--- src/ppm_pkg.sv ---
// constants and types for the peripheral port pin mux
// Overview of operation
// - synth select pin drives low on a valid external synth decode by default
// - internal synth enabled stops the synth select pin acting as chip select
// - volume pins enable turns the synth select pin into the volume-up input
// - control-1 pin defaults to an output driven by the control-1 bit
// - volume pins enable makes the control-1 pin the volume-down input
// - control-1 pin is synth irq only if no volume, no alt base, write strap low
// - synth irq input is active low unless the polarity bit says otherwise
// - alt cdrom base first non-zero without volume makes control-1 the alt cdrom select
// - serial port switch puts the dsp port on data pins or on joystick B
// - on data pins: clock XD1, data in XD2, data out XD3, frame sync XD4
// - wavetable enable takes data pins XD7 to XD5 for the wavetable port
// - control-0 pin follows control-0 bit, or address bit 2 for wide ports
// - external address pins carry host address bits 1 and 0
// - eeprom access enable turns external address 0 into the eeprom clock
// - data bit 0 is open drain host bit 0, or eeprom data when enabled
// - buffered reset is low while reset is high or the buffered reset bit set
// - external strobes go low on a synth, cdrom or modem chip select with the host strobe low
// - read strobe strap at reset release: high upper address, low cdrom and modem
// - write strobe strap at reset release: high control-1, low synth irq input
// - serial port enable with the switch low turns joystick B pins into dsp serial pins
// - received wavetable samples are summed digitally into the dac path
// - XD5 outputs the master clock in wavetable mode unless clock disable is set
// - volume pins enable overrides every other function of the shared pins
// - reset high holds the block; its release latches both straps
package ppm_pkg;
  // ===================================================
  // sizes
  localparam int PPM_SAMPLE_W = 16;
  localparam int PPM_FIFO_DEPTH = 4;
  localparam int PPM_ALT_BASE_W = 12;
  localparam int PPM_SYNC_W = 16;
  localparam int PPM_WORD_LAST = PPM_SAMPLE_W - 1;
  // ===================================================
  // synchronised input vector positions
  localparam int PPM_IN_SYNTH = 0;
  localparam int PPM_IN_CTL1 = 1;
  localparam int PPM_IN_STRAP_RD = 2;
  localparam int PPM_IN_STRAP_WR = 3;
  localparam int PPM_IN_STICK = 4;
  localparam int PPM_IN_XD = 8;
  // ===================================================
  // joystick B pin positions
  localparam int PPM_STICK_X = 0;
  localparam int PPM_STICK_Y = 1;
  localparam int PPM_STICK_B1 = 2;
  localparam int PPM_STICK_B2 = 3;
  // ===================================================
  // external data pin positions
  localparam int PPM_XD_SER_CLK = 1;
  localparam int PPM_XD_SER_IN = 2;
  localparam int PPM_XD_SER_OUT = 3;
  localparam int PPM_XD_SER_SYNC = 4;
  localparam int PPM_XD_WT_MCLK = 5;
  localparam int PPM_XD_WT_ALIGN = 6;
  localparam int PPM_XD_WT_PCM = 7;
  // ===================================================
  // values after reset and the full bit count
  localparam logic PPM_STRAP_RD_RST = 1'h1;
  localparam logic PPM_STRAP_WR_RST = 1'h1;
  localparam logic [4:0] PPM_BITCNT_RST = 5'h10;
  localparam logic [4:0] PPM_BITCNT_FULL = 5'h10;
  // ===================================================
  // types
  typedef enum logic [1:0] {
    PPM_CTL1_OUT = 2'b00,
    PPM_CTL1_IRQ = 2'b01,
    PPM_CTL1_ALTCD = 2'b10,
    PPM_CTL1_VOLDN = 2'b11
  } ppm_ctl1_mode_e;
  typedef struct packed {
    logic right;
    logic [PPM_SAMPLE_W-1:0] data;
  } ppm_wt_word_s;
  typedef struct packed {
    logic [PPM_SAMPLE_W-1:0] left;
    logic [PPM_SAMPLE_W-1:0] right;
  } ppm_stereo_s;
  typedef struct packed {
    logic [7:0] o;
    logic [7:0] oe;
  } ppm_bus_drive_s;
endpackage

--- src/ppm_peripheral_port_pin_mux.sv ---
// peripheral port pin mux, strobes, straps and wavetable receive path
`timescale 1ns/1ps

// ===================================================
// small synchronous fifo
module ppm_fifo import ppm_pkg::*; #(
  parameter int WIDTH = 17,
  parameter int DEPTH = 4
) (
  // clock and reset
  input wire logic clk,
  input wire logic rst,
  // fill side
  input wire logic inValid,
  output logic inReady,
  input wire logic [WIDTH-1:0] inData,
  // drain side
  output logic outValid,
  input wire logic outReady,
  output logic [WIDTH-1:0] outData
);
  localparam int AW = $clog2(DEPTH);
  localparam int CW = $clog2(DEPTH + 1);
  localparam logic [CW-1:0] FULL_CNT = CW'(DEPTH);
  localparam logic [AW-1:0] LAST_PTR = AW'(DEPTH - 1);
  logic [WIDTH-1:0] mem [DEPTH];
  logic [AW-1:0] wrPtr_q;
  logic [AW-1:0] rdPtr_q;
  logic [CW-1:0] count_q;
  logic doWrite;
  logic doRead;

  assign inReady = count_q != FULL_CNT;
  assign outValid = count_q != '0;
  assign outData = mem[rdPtr_q];
  assign doWrite = inValid && inReady;
  assign doRead = outValid && outReady;

  always_ff @(posedge clk) begin
    if (doWrite) begin
      mem[wrPtr_q] <= inData;
    end
  end

  always_ff @(posedge clk) begin
    if (rst) begin
      wrPtr_q <= '0;
      rdPtr_q <= '0;
      count_q <= '0;
    end else begin
      if (doWrite) begin
        wrPtr_q <= (wrPtr_q == LAST_PTR) ? '0 : wrPtr_q + 1'b1;
      end
      if (doRead) begin
        rdPtr_q <= (rdPtr_q == LAST_PTR) ? '0 : rdPtr_q + 1'b1;
      end
      if (doWrite && !doRead) begin
        count_q <= count_q + 1'b1;
      end else if (doRead && !doWrite) begin
        count_q <= count_q - 1'b1;
      end
    end
  end
endmodule

// ===================================================
// top of the pin mux
module ppm_peripheral_port_pin_mux import ppm_pkg::*; (
  // clock and reset (reset is the reset drive input)
  input wire logic core_clk,
  input wire logic rst,
  // host cycle and decode results
  input wire logic [2:0] hostAddr,
  input wire logic [7:0] hostData,
  input wire logic hostReadN,
  input wire logic hostWriteN,
  input wire logic synthDecode,
  input wire logic cdromDecode,
  input wire logic modemDecode,
  input wire logic altCdromDecode,
  // configuration bits
  input wire logic internalFmEnable,
  input wire logic volumePinsEnable,
  input wire logic [PPM_ALT_BASE_W-1:0] altCdromBase,
  input wire logic synthIrqPolarity,
  input wire logic serialPortSwitch,
  input wire logic serialPortEnable,
  input wire logic wavetablePortEnable,
  input wire logic eepromAccessEnable,
  input wire logic wideAddrEnable,
  input wire logic controlZeroBit,
  input wire logic controlOneBit,
  input wire logic bufferedResetBit,
  input wire logic masterClockDisable,
  // eeprom engine
  input wire logic eepromClk,
  input wire logic eepromSdaOut,
  output logic eepromSdaIn,
  // dsp serial port
  input wire logic dspSerialOut,
  input wire logic dspSerialClk,
  input wire logic dspFrameSync,
  output logic dspSerialIn,
  // dac path mixing
  input wire logic dacValid,
  input wire ppm_stereo_s dacIn,
  output logic mixValid,
  output ppm_stereo_s mixOut,
  output logic wtDropped,
  // status
  output logic upperAddrMode,
  output logic cdromPortsEnable,
  output logic synthIrq,
  output logic volumeUp,
  output logic volumeDown,
  output logic [3:0] stickBInputs,
  output logic [7:0] periphReadData,
  output logic periphReadEnable,
  // synth select / volume up pin
  output logic synthSelectNOut,
  output logic synthSelectNOe,
  input wire logic synthSelectNIn,
  // control-1 / synth irq / alt cdrom select / volume down pin
  output logic extControlOneOut,
  output logic extControlOneOe,
  input wire logic extControlOneIn,
  // address and select pins
  output logic extControlZero,
  output logic extAddrOne,
  output logic extAddrZero,
  output logic cdromSelectN,
  output logic modemSelectN,
  output logic bufferedResetN,
  // strobe pins, read back as straps during reset
  output logic extReadStrobeNOut,
  output logic extReadStrobeNOe,
  input wire logic extReadStrobeNIn,
  output logic extWriteStrobeNOut,
  output logic extWriteStrobeNOe,
  input wire logic extWriteStrobeNIn,
  // external data bus pins
  output logic [7:0] extDataBusOut,
  output logic [7:0] extDataBusOe,
  input wire logic [7:0] extDataBusIn,
  // joystick B pins
  output logic [3:0] stickBPinOut,
  output logic [3:0] stickBPinOe,
  input wire logic [3:0] stickBPinIn
);
  logic [PPM_SYNC_W-1:0] pinRaw;
  logic [PPM_SYNC_W-1:0] syncA_q;
  logic [PPM_SYNC_W-1:0] syncB_q;
  logic [PPM_SYNC_W-1:0] syncC_q;
  logic [PPM_SYNC_W-1:0] filt_q;
  logic pcmLate_q;
  logic rstPrev_q;
  logic strapRead_q;
  logic strapWrite_q;
  logic altEver_q;
  ppm_ctl1_mode_e ctl1Mode;
  logic synthSel;
  logic anySel;
  logic periphWrite;
  logic serialOnXd;
  logic serialOnStick;
  logic mclkGate_q;
  ppm_bus_drive_s xdDrive;
  logic alignPrev_q;
  logic wtEdge;
  logic [4:0] bitCnt_q;
  logic [PPM_SAMPLE_W-1:0] shift_q;
  logic pushValid_q;
  ppm_wt_word_s pushWord_q;
  logic fifoInReady;
  logic fifoOutValid;
  logic fifoOutReady;
  ppm_wt_word_s fifoOut;
  logic [PPM_SAMPLE_W-1:0] holdL_q;
  logic [PPM_SAMPLE_W-1:0] holdR_q;
  logic fullL_q;
  logic fullR_q;
  logic popL;
  logic popR;

  // signed add clamped to the sample range
  function automatic logic [PPM_SAMPLE_W-1:0] ppmSatAdd(input logic [PPM_SAMPLE_W-1:0] a,
                                                         input logic [PPM_SAMPLE_W-1:0] b);
    logic [PPM_SAMPLE_W:0] s;
    s = {a[PPM_SAMPLE_W-1], a} + {b[PPM_SAMPLE_W-1], b};
    if (s[PPM_SAMPLE_W] != s[PPM_SAMPLE_W-1]) begin
      return s[PPM_SAMPLE_W] ? 16'h8000 : 16'h7FFF;
    end
    return s[PPM_SAMPLE_W-1:0];
  endfunction

  // ===================================================
  // pin input synchronisers with agreement filter
  assign pinRaw = {extDataBusIn, stickBPinIn, extWriteStrobeNIn, extReadStrobeNIn, extControlOneIn, synthSelectNIn};

  always_ff @(posedge core_clk) begin
    syncA_q <= pinRaw;
    syncB_q <= syncA_q;
    syncC_q <= syncB_q;
    filt_q <= (syncB_q & syncC_q) | (filt_q & (syncB_q ^ syncC_q));
    // serial data bit taken after the third stage, one stage later to line up with the filtered align level;
    // the agreement filter would swallow a lone bit of a one-bit-per-clock stream
    pcmLate_q <= syncC_q[PPM_IN_XD+PPM_XD_WT_PCM];
  end

  // ===================================================
  // straps caught at reset release
  always_ff @(posedge core_clk) begin
    rstPrev_q <= rst;
  end

  always_ff @(posedge core_clk) begin
    if (rst) begin
      strapRead_q <= PPM_STRAP_RD_RST;
      strapWrite_q <= PPM_STRAP_WR_RST;
    end else if (rstPrev_q) begin
      strapRead_q <= filt_q[PPM_IN_STRAP_RD];
      strapWrite_q <= filt_q[PPM_IN_STRAP_WR];
    end
  end

  assign upperAddrMode = strapRead_q;
  assign cdromPortsEnable = !strapRead_q;

  // ===================================================
  // alt cdrom base seen non-zero, held until reset
  always_ff @(posedge core_clk) begin
    if (rst) begin
      altEver_q <= 1'b0;
    end else if (altCdromBase != '0) begin
      altEver_q <= 1'b1;
    end
  end

  // ===================================================
  // shared pin function selection
  always_comb begin
    if (volumePinsEnable) begin
      ctl1Mode = PPM_CTL1_VOLDN;
    end else if (altEver_q) begin
      ctl1Mode = PPM_CTL1_ALTCD;
    end else if (!strapWrite_q) begin
      ctl1Mode = PPM_CTL1_IRQ;
    end else begin
      ctl1Mode = PPM_CTL1_OUT;
    end
  end

  assign extControlOneOe = (ctl1Mode == PPM_CTL1_OUT) || (ctl1Mode == PPM_CTL1_ALTCD);
  assign extControlOneOut = (ctl1Mode == PPM_CTL1_ALTCD) ? !altCdromDecode : controlOneBit;
  assign volumeDown = (ctl1Mode == PPM_CTL1_VOLDN) && !filt_q[PPM_IN_CTL1];
  assign synthIrq = (ctl1Mode == PPM_CTL1_IRQ)
                    && (filt_q[PPM_IN_CTL1] == synthIrqPolarity);

  assign synthSel = synthDecode && !internalFmEnable && !volumePinsEnable;
  assign synthSelectNOe = !internalFmEnable && !volumePinsEnable;
  assign synthSelectNOut = !synthSel;
  assign volumeUp = volumePinsEnable && !filt_q[PPM_IN_SYNTH];

  // ===================================================
  // address, selects, strobes and buffered reset
  assign extControlZero = wideAddrEnable ? hostAddr[2] : controlZeroBit;
  assign extAddrOne = hostAddr[1];
  assign extAddrZero = eepromAccessEnable ? eepromClk : hostAddr[0];
  assign cdromSelectN = !(cdromDecode && cdromPortsEnable);
  assign modemSelectN = !(modemDecode && cdromPortsEnable);
  assign anySel = synthSel || !cdromSelectN || !modemSelectN;
  assign periphWrite = anySel && !hostWriteN;
  assign extReadStrobeNOut = !(anySel && !hostReadN);
  assign extWriteStrobeNOut = !periphWrite;
  assign extReadStrobeNOe = !rst;
  assign extWriteStrobeNOe = !rst;
  assign bufferedResetN = !(rst || bufferedResetBit);

  // ===================================================
  // external data bus and serial port routing
  assign serialOnXd = serialPortEnable && serialPortSwitch;
  assign serialOnStick = serialPortEnable && !serialPortSwitch;

  always_ff @(posedge core_clk) begin
    if (rst) begin
      mclkGate_q <= 1'b0;
    end else begin
      mclkGate_q <= wavetablePortEnable && !masterClockDisable;
    end
  end

  always_comb begin
    xdDrive.o = {hostData[7:1], 1'b0};
    xdDrive.oe = {{7{periphWrite}}, 1'b0};
    if (eepromAccessEnable) begin
      xdDrive.oe[0] = !eepromSdaOut;
    end else begin
      xdDrive.oe[0] = periphWrite && !hostData[0];
    end
    if (serialOnXd) begin
      xdDrive.o[PPM_XD_SER_CLK] = dspSerialClk;
      xdDrive.oe[PPM_XD_SER_CLK] = 1'b1;
      xdDrive.oe[PPM_XD_SER_IN] = 1'b0;
      xdDrive.o[PPM_XD_SER_OUT] = dspSerialOut;
      xdDrive.oe[PPM_XD_SER_OUT] = 1'b1;
      xdDrive.o[PPM_XD_SER_SYNC] = dspFrameSync;
      xdDrive.oe[PPM_XD_SER_SYNC] = 1'b1;
    end
    if (wavetablePortEnable) begin
      xdDrive.o[PPM_XD_WT_MCLK] = core_clk && mclkGate_q;
      xdDrive.oe[PPM_XD_WT_MCLK] = 1'b1;
      xdDrive.oe[PPM_XD_WT_ALIGN] = 1'b0;
      xdDrive.oe[PPM_XD_WT_PCM] = 1'b0;
    end
  end

  assign extDataBusOut = xdDrive.o;
  assign extDataBusOe = xdDrive.oe;
  assign eepromSdaIn = filt_q[PPM_IN_XD];
  assign periphReadData = filt_q[PPM_IN_XD+7:PPM_IN_XD];
  assign periphReadEnable = !(serialOnXd || wavetablePortEnable);

  assign stickBPinOut = {dspSerialClk, dspFrameSync, 1'b0, dspSerialOut};
  assign stickBPinOe = {serialOnStick, serialOnStick, 1'b0, serialOnStick};
  assign stickBInputs = filt_q[PPM_IN_STICK+3:PPM_IN_STICK];
  assign dspSerialIn = serialOnXd ? filt_q[PPM_IN_XD+PPM_XD_SER_IN]
                                  : filt_q[PPM_IN_STICK+PPM_STICK_Y];

  // ===================================================
  // wavetable word receiver, one bit per clock
  assign wtEdge = filt_q[PPM_IN_XD+PPM_XD_WT_ALIGN] != alignPrev_q;

  always_ff @(posedge core_clk) begin
    if (rst) begin
      alignPrev_q <= 1'b0;
      bitCnt_q <= PPM_BITCNT_RST;
      shift_q <= '0;
      pushValid_q <= 1'b0;
      pushWord_q <= '0;
    end else begin
      alignPrev_q <= filt_q[PPM_IN_XD+PPM_XD_WT_ALIGN];
      pushValid_q <= 1'b0;
      if (!wavetablePortEnable) begin
        bitCnt_q <= PPM_BITCNT_RST;
      end else if (wtEdge) begin
        shift_q <= {shift_q[PPM_SAMPLE_W-2:0], pcmLate_q};
        bitCnt_q <= 5'h01;
      end else if (bitCnt_q != PPM_BITCNT_FULL) begin
        shift_q <= {shift_q[PPM_SAMPLE_W-2:0], pcmLate_q};
        bitCnt_q <= bitCnt_q + 5'h01;
        if (bitCnt_q == 5'(PPM_WORD_LAST)) begin
          pushValid_q <= 1'b1;
          pushWord_q.right <= !filt_q[PPM_IN_XD+PPM_XD_WT_ALIGN];
          pushWord_q.data <= {shift_q[PPM_SAMPLE_W-2:0], pcmLate_q};
        end
      end
    end
  end

  assign wtDropped = pushValid_q && !fifoInReady;

  ppm_fifo #(
    .WIDTH(PPM_SAMPLE_W + 1),
    .DEPTH(PPM_FIFO_DEPTH)
  ) u_fifo (
    .clk(core_clk),
    .rst(rst),
    .inValid(pushValid_q),
    .inReady(fifoInReady),
    .inData(pushWord_q),
    .outValid(fifoOutValid),
    .outReady(fifoOutReady),
    .outData(fifoOut)
  );

  // ===================================================
  // digital sum into the dac path
  assign fifoOutReady = fifoOut.right ? !fullR_q : !fullL_q;
  assign popL = fifoOutValid && !fifoOut.right && !fullL_q;
  assign popR = fifoOutValid && fifoOut.right && !fullR_q;

  always_ff @(posedge core_clk) begin
    if (rst) begin
      holdL_q <= '0;
      holdR_q <= '0;
      fullL_q <= 1'b0;
      fullR_q <= 1'b0;
    end else begin
      if (popL) begin
        holdL_q <= fifoOut.data;
      end
      if (popR) begin
        holdR_q <= fifoOut.data;
      end
      fullL_q <= popL || (fullL_q && !dacValid);
      fullR_q <= popR || (fullR_q && !dacValid);
    end
  end

  always_ff @(posedge core_clk) begin
    if (rst) begin
      mixValid <= 1'b0;
      mixOut <= '0;
    end else begin
      mixValid <= dacValid;
      if (dacValid) begin
        mixOut.left <= ppmSatAdd(dacIn.left, fullL_q ? holdL_q : '0);
        mixOut.right <= ppmSatAdd(dacIn.right, fullR_q ? holdR_q : '0);
      end
    end
  end
endmodule

--- config.mk ---
export PLATFORM = sky130hd
export DESIGN_NAME = ppm_peripheral_port_pin_mux
export DESIGN_NICKNAME = d
export VERILOG_FILES = /design/src/ppm_pkg.sv /design/src/ppm_peripheral_port_pin_mux.sv
export SDC_FILE = /design/constraint.sdc
export NUM_CORES = 1
export LEC_CHECK = 0
export BUFFER_PORTS_ARGS = -buffer_cell sky130_fd_sc_hd__buf_4
export CAP_MARGIN = 20
export CORE_ASPECT_RATIO = 0.6
export CORE_UTILIZATION = 35
export CTS_CLUSTER_DIAMETER = 80
export CTS_CLUSTER_SIZE = 12
export DETAILED_ROUTE_END_ITERATION = 8
export SLEW_MARGIN = 20
export SYNTH_ARGS = -nofsm -noshare
export SYNTH_HDL_FRONTEND = slang
export SYNTH_SLANG_ARGS = --single-unit
--- constraint.sdc ---
create_clock -name core_clk -period 7.61 [get_ports core_clk]
set_input_delay 1.1415 -clock core_clk [delete_from_list [all_inputs] [get_ports core_clk]]
set_output_delay 1.1415 -clock core_clk [all_outputs]
set_load 0.02 [all_outputs]
# Yosys cells after proc, flatten, opt, wreduce, memory -nomap -nowiden

Memories as Yosys holds them, arrays and structs flattened. A register that Yosys moved wholly into a read port is not among the register bits.
Index checks and enable logic that the tools add are counted.

Flip-flop bits (word level): 183
Bits in writable memories: 68
Input bits: 97
Output and inout bits: 92
Word-level logic and storage cells: 166
Memories kept: 1

Memory list:

| name       | depth | bits a word | read ports | clocked after memory_dff | wr ports | RTL line                          | text |
|---|---|---|---|---|---|---|---|
| u_fifo.mem | 4     | 17          | 1          | 1                        | 1        | ppm_peripheral_port_pin_mux.sv:26 | `logic [WIDTH-1:0] mem [DEPTH];` |

Add/sub/neg operators: 7
Equality and inequality tests: 12
Muxes and demuxes: 41
Bitwise operators: 7
Reduce and logical (&&, ||, !) cells: 71

Operator list:

| cell                                                 | count |
|---|---|
| 2-to-1 mux 16 bit                                    | 8 |
| adder 16 x 16 -> 17 bit                              | 2 |
| bitwise AND 16 bit                                   | 2 |
| 2-to-1 mux 15 bit                                    | 2 |
| logical NOT 1 bit                                    | 28 |
| logical AND 1 bit                                    | 26 |
| 2-to-1 mux 1 bit                                     | 18 |
| bitwise OR 16 bit                                    | 1 |
| bitwise XOR 16 bit                                   | 1 |
| 2-to-1 mux 2 bit                                     | 7 |
| nonzero test 12 bit                                  | 1 |
| 2-to-1 mux 5 bit                                     | 2 |
| 2-to-1 mux 3 bit                                     | 3 |
| equality test 2 bit (second input constant)          | 4 |
| logical OR 1 bit                                     | 7 |
| adder 5 x 1 -> 5 bit (second input constant)         | 1 |
| equality test 5 x 4 -> 1 bit (second input constant) | 1 |
| != test 5 bit (second input constant)                | 1 |
| adder 2 x 1 -> 2 bit (second input constant)         | 2 |
| 2-to-1 mux 4 bit                                     | 1 |
| AND reduction 4 bit                                  | 1 |
| nonzero test 2 bit                                   | 2 |
| OR reduction 4 bit                                   | 1 |
| adder 3 x 1 -> 3 bit (second input constant)         | 1 |
| 11 further kinds                                     | 15 |

# Logic depth before layout (Yosys ltp)

Gate-level depths: netlist of run 1.

Depth in word-level cells: 8
Mapped depth: 12
Gate-level depth less buffers: 11

# Hierarchy

From an unflattened synthesis of run 1, not the netlist that was laid out.

Cells, all modules: 1040
Area total of the unflattened synthesis: 11088.1 um^2

Modules (own cells, without submodules):

| module                      | times used | cells each | area an instance (um^2) | seq. area each (um^2) |
|---|---|---|---|---|
| ppm_peripheral_port_pin_mux | 1          | 903        | 8157.8                  | 3523.4 |
| ppm_fifo                    | 1          | 137        | 2930.3                  | 2222.1 |

==> metrics, run 1 <==
status finished clean; total number of vias 7683; DRT antenna net count 0; largest net degree at the start of global routing 68; Crit Path Class clk2out; Placed Instances 1525; CP arrival 4360 ps; fin. max-slew vios 0; final setup vio count 0; drt drc 0; share of cells above drive strength 1 23.35%; area grow syn2layout 20.41%; final net count 1296; WL final 26080 um; ANT cells 0; Initial Util 35.58%; Worst VDD drop 0.1462 mV; row count 50; Die W 231.8 um; post-synthesis sequential area ratio 51.83%; critical path launch point type clock port; Cell variety after synth 67; DIE AREA 32410 um2; most frequent cell after synthesis dfxtp_1; Tot GR Track Use 16.15%; IO Count 189; DP HPWL 18910 um; leakage power 0.005555 uW; EDFF count, synth 68; Yosys reg bits 253; Setup crit start core_clk; DIE HEIGHT 139.9 um; main combinational cell family by area after synthesis compound AO/OA/AOI/OAI gates; top_reg_cell synth dfxtp_1; GRT Residual Overflow 0; Async SR Flop Fraction 0%; synthesized area 11090 um2; final std cells w/o fill 1568; Crit path required time 6470 ps; TritonCTS clock tree built; Synth Area in Simple Gates 11.34%; commonest cells in the netlist dfxtp_1 (185), nor2_1 (99), edfxtp_1 (68), nand2_1 (68), a21oi_1 (63); Synth area leaders dfxtp_1 (33%), edfxtp_1 (18%), ha_1 (6.4%); setup TNS 0 ps; initial antenna violation count 0; RSZ-0062 raised after global routing false; Fin. Hold Viols 0; Max-Cap Viols 0; worst-path fanout max 2; Pre-antenna DRT Iters 5; post-CTS resize count 0; min-delay src syncA_q[10]; mux share of post-synthesis cell area 9.029%; Synth Area in Compound Gates 12.21%; hold buffers post-CTS 0; GPL Wtd Cong 0.8964; cell taking the most area after synthesis dfxtp_1; worst r2r src fullL_q; clock-pin transition on the worst setup and hold timing paths 60 ps; Routed wire per std cell 16.63 um; Worst setup EP type output port; Syn Inst Count 1002; post-synthesis xor/xnor area fraction 2.754%; Fin Clk Skew 14.07 ps; core footprint 31150 um2; Vias per Instance 4.900; adder and majority gate portion of the synthesized area 8.318%; Synthesis Warnings 0; vias in the first global route 7271; first-iteration detailed-routing DRC count 524; hold crit path type reg2reg; P per Cell Area 268.1 nW/um2; syn_area_per_cell 11.06 um2; clock latency on the worst-skew pair 660 ps; first-pass GRT wire length 40880 um; PortBufs 177; Slew @ Worst Pin 967.4 ps; Post-CTS Setup Repair Bufs 0; max-slew headroom at the worst pin 35.20%; post-synth top area share 33.41%
==> through the flow <==
stage | util (%) | worst slack [ps] | total power (uW) | hold WS (ps) | instance area, um2
2_1_floorplan | - | 2379 | 2167 | 309.6 | 11090
3_3_place_gp | 40.34 | 2389 | 2388 | 310.5 | 12570
3_5_place_dp | 40.34 | 2389 | 2402 | 312.1 | 12570
4_1_cts | 42.84 | 2097 | 3627 | 308.3 | 13350
5_1_grt | 42.84 | 2043 | 3772 | 305.4 | 13350
6_report | 42.84 | 2106 | 3578 | 308.3 | 13350
==> path summary, 6_finish.rpt <==
check / endpoint / slack (ps) / cells past startpoint
worst max-delay path: extDataBusOut[5] / 2110 / 5
worst min register to register: syncB_q[10] / 310 / 0
worst max register to register: mixOut[20] / 4130 / 10
worst min-delay path: syncB_q[10] / 310 / 0
==> cell families after synthesis <==
| group | Yosys count |
|---|---|
| AO/OA/AOI/OAI | 195 |
| XOR/XNOR | 34 |
| adder cells (fa/ha/maj) | 74 |
| buffers and inverters | 98 |
| flip-flops | 253 |
| multiplexers | 78 |
| other | 1 |
| AND/OR/NAND/NOR | 269 |
==> critical path, cell delays in order <==
cell,delay [ps]
clkbuf_16,120
clkbuf_16,130
nand3_1,60
o21ai_0,80
buf_4,160
==> per-layer routing <==
metal | vias up | track usage (%) | part of all wire [%]
li1 | 3813 | - | -
met1 | 3651 | 24.66 | 52
met2 | 173 | 22.44 | 41
met3 | 46 | 3.443 | 4.9
met4 | 0 | 4.813 | 2.3
met5 | - | 0 | 0
==> placed cells by master (no fill, tap or decap), types with 4 or more instances in the layout <==
cell type and count:
o211ai_1 9, xor2_1 16, edfxtp_1 68, clkbuf_1 13
nor2_1 99, o21ai_0 31, nor2b_1 6, dfxtp_1 185
buf_4 182, o221a_2 7, nand3_1 9, o31ai_1 4
and2_1 38, inv_1 20, nor3_1 9, mux4_2 17
a31oi_1 5, xnor2_1 17, a211oi_2 7, a21o_1 23
nand2_1 68, o21a_1 4, a221oi_1 4, nor3b_1 5
a21oi_1 63, a211oi_1 12, clkbuf_16 28, a311oi_1 6
ha_1 57, nand2b_1 10, mux2i_1 55, maj3_2 7
maj3_1 7, mux2_2 6, and3_1 8, nand4_1 6
==> layout make-up <==
| cell class | instances | area [um2] |
|---|---|---|
| inverters | 21 | 78.83 |
| fillers | 2974 | 17810 |
| multi-input cells | 653 | 4856 |
| repair buffers | 181 | 1359 |
| flip-flops and latches | 253 | 5746 |
| clock inverters | 2 | 31.28 |
| well taps | 416 | 520.5 |
| clock buffers | 42 | 757.0 |
==> flip-flops by register name, indices dropped and copies added, names as in the netlist, 3 cells and up, named ones only <==
signal	cells
filt_q	16
u_fifo.count_q	3
mixOut	32
u_fifo.mem	68
holdR_q	16
holdL_q	16
bitCnt_q	5
syncC_q	16
pushWord_q	17
syncA_q	16
shift_q	15
syncB_q	16
==> report_power, final <==
part / switching, uW / internal (uW) / total (uW) / leakage [uW]
logic: 456 / 359 / 815 / 0.00313
registers: 70.3 / 1480 / 1550 / 0.00204
clock network: 529 / 680 / 1210 / 0.000383
(Power assumes the default switching activity.)
==> run 2, diff against run 1 <==
==> constraint.sdc (replaced) <==
create_clock -name core_clk -period 5.4 [get_ports core_clk]
set_input_delay 0.81 -clock core_clk [delete_from_list [all_inputs] [get_ports core_clk]]
set_output_delay 0.81 -clock core_clk [all_outputs]
set_load 0.02 [all_outputs]
==> run 2 against run 1 <==
Effect of this change:
- critical path depth did not move
- sequential cell count did not move
- count of clock-buffer cells in the layout fell by 2
- final cell count fell by 0.19%
- register-to-register slack got worse by 2100 ps
- via count rose by 0.36%
- critical endpoint unchanged
- largest cell class unchanged
- largest power group unchanged
==> metrics, run 2 (synthesis results as in run 1) <==
status finished clean; Fin. Hold Viols 0; DRT antenna net count 0; hold crit path type in2reg; CP max stage cell buf_4; PortBufs 177; hold buffers post-CTS 0; GRT Residual Overflow 0; TritonCTS clock tree built; Post-CTS Setup Repair Bufs 0; most frequent CP cell clkbuf_16; Slew @ Worst Pin 975.2 ps; Tot Pwr 4930 uW; crit-path cells clkbuf_16, clkbuf_16, nand3_1, o21ai_0, buf_4; Pre-antenna DRT Iters 5; Routed wire per std cell 16.52 um; RSZ-0062 raised after global routing false; Crit Path Class clk2out; drt drc 0; most common cell after layout, fill and taps aside dfxtp_1; Die W 231.8 um; largest net degree at the start of global routing 69; post-CTS resize count 0; row count 50; final setup vio count 0; fin. max-slew vios 0; clock-pin transition on the worst setup and hold timing paths 60 ps; Initial Util 35.58%; GPL Wtd Cong 0.9082; area grow syn2layout 20.33%; DP HPWL 18870 um; Max-Cap Viols 0; max-slew headroom at the worst pin 34.98%; leakage power 0.005656 uW; first-pass GRT wire length 40000 um; Worst VDD drop 0.2804 mV; vias in the first global route 7126; DIE HEIGHT 139.9 um; largest register by flop count u_fifo.mem; total number of vias 7711; DIE AREA 32410 um2; ANT cells 0; CP arrival 3260 ps; share of cells above drive strength 1 23.41%; clock latency on the worst-skew pair 660 ps; Crit path max-delay family buffers and inverters; most frequent cells in the layout dfxtp_1 (185), buf_4 (181), nor2_1 (99); final net count 1295; Vias per Instance 4.927; Tot GR Track Use 15.81%; Crit path buffers/inverters 3; Worst setup EP type output port; worst-path fanout max 2; setup TNS 0 ps; CP peak stage delay 160 ps; core footprint 31150 um2; P per Cell Area 369.6 nW/um2; Fin Clk Skew 12.67 ps; critical path launch point type clock port; IO Count 189; largest registers u_fifo.mem: 68 flops, mixOut: 32 flops, pushWord_q: 17 flops; WL final 25850 um; first-iteration detailed-routing DRC count 500; Largest register FFs 68; initial antenna violation count 0; Crit path required time 4590 ps
## run 2: cell count changes in the layout (fill, tap and decap cells not counted)
cell      previous run  this run
a31oi_2              0         1
clkbuf_1            13        11
a31oi_1              5         4
buf_4              182       181
## run 2: cell type report
class	instances	area (um2)
sequential	253	5746
clock inverter	2	31.28
fill	2990	17820
tap	416	520.5
inverter	21	78.83
multi-input combinational	653	4862
timing repair buffer	180	1351
clock buffer	40	749.5
## run 2: path summary, 6_finish.rpt
check | start | end | depth (start not counted) | slack [ps]
worst min-delay path | extDataBusIn[1] | syncA_q[9] | 1 | 240
worst max-delay path | core_clk | extDataBusOut[5] | 5 | 1330
worst max register to register | fullR_q | mixOut[2] | 11 | 2000
worst min register to register | syncA_q[15] | syncB_q[15] | 0 | 320
## run 2: worst register-to-register path, stage by stage (launching register included)
cell       delay, ps
dfxtp_1          630
and2_1           210
ha_1             180
inv_1             60
fa_1             390
nand2b_1         180
a21oi_1          400
a2bb2oi_1        320
a32oi_1          140
buf_4            230
maj3_1           370
a211oi_1         220
## run 2: routing by layer
| layer | routed length [um] | track usage, % | share of wire (%) | up-vias |
|---|---|---|---|---|
| met1 | 13560 | 24.45 | 52 | 3676 |
| met4 | 572 | 4.605 | 2.2 | 0 |
| met3 | 1206 | 3.545 | 4.7 | 39 |
| met2 | 10510 | 21.49 | 41 | 178 |
| met5 | 0 | 0 | 0 | - |
| li1 | - | - | - | 3818 |
## run 2: power breakdown
group	total [uW]	leakage (uW)	internal [uW]	switching (uW)
clock network	1700	0.000381	952	745
logic	1060	0.00317	481	580
registers	2170	0.00210	2070	103
## run 2: through the flow
step / worst slack (ps) / hold slack (ps) / instances / util (%) / cell area [um2]
after floorplan: 1606 / 309.6 / 1004 / - / 11090
after CTS: 1327 / 213.4 / 1565 / 42.80 / 13330
after global placement: 1616 / 310.1 / 1524 / 40.31 / 12560
after detailed placement: 1616 / 312.1 / 1524 / 40.31 / 12560
final: 1333 / 240.2 / 1565 / 42.82 / 13340
after global routing: 1281 / 214.3 / 1565 / 42.82 / 13340
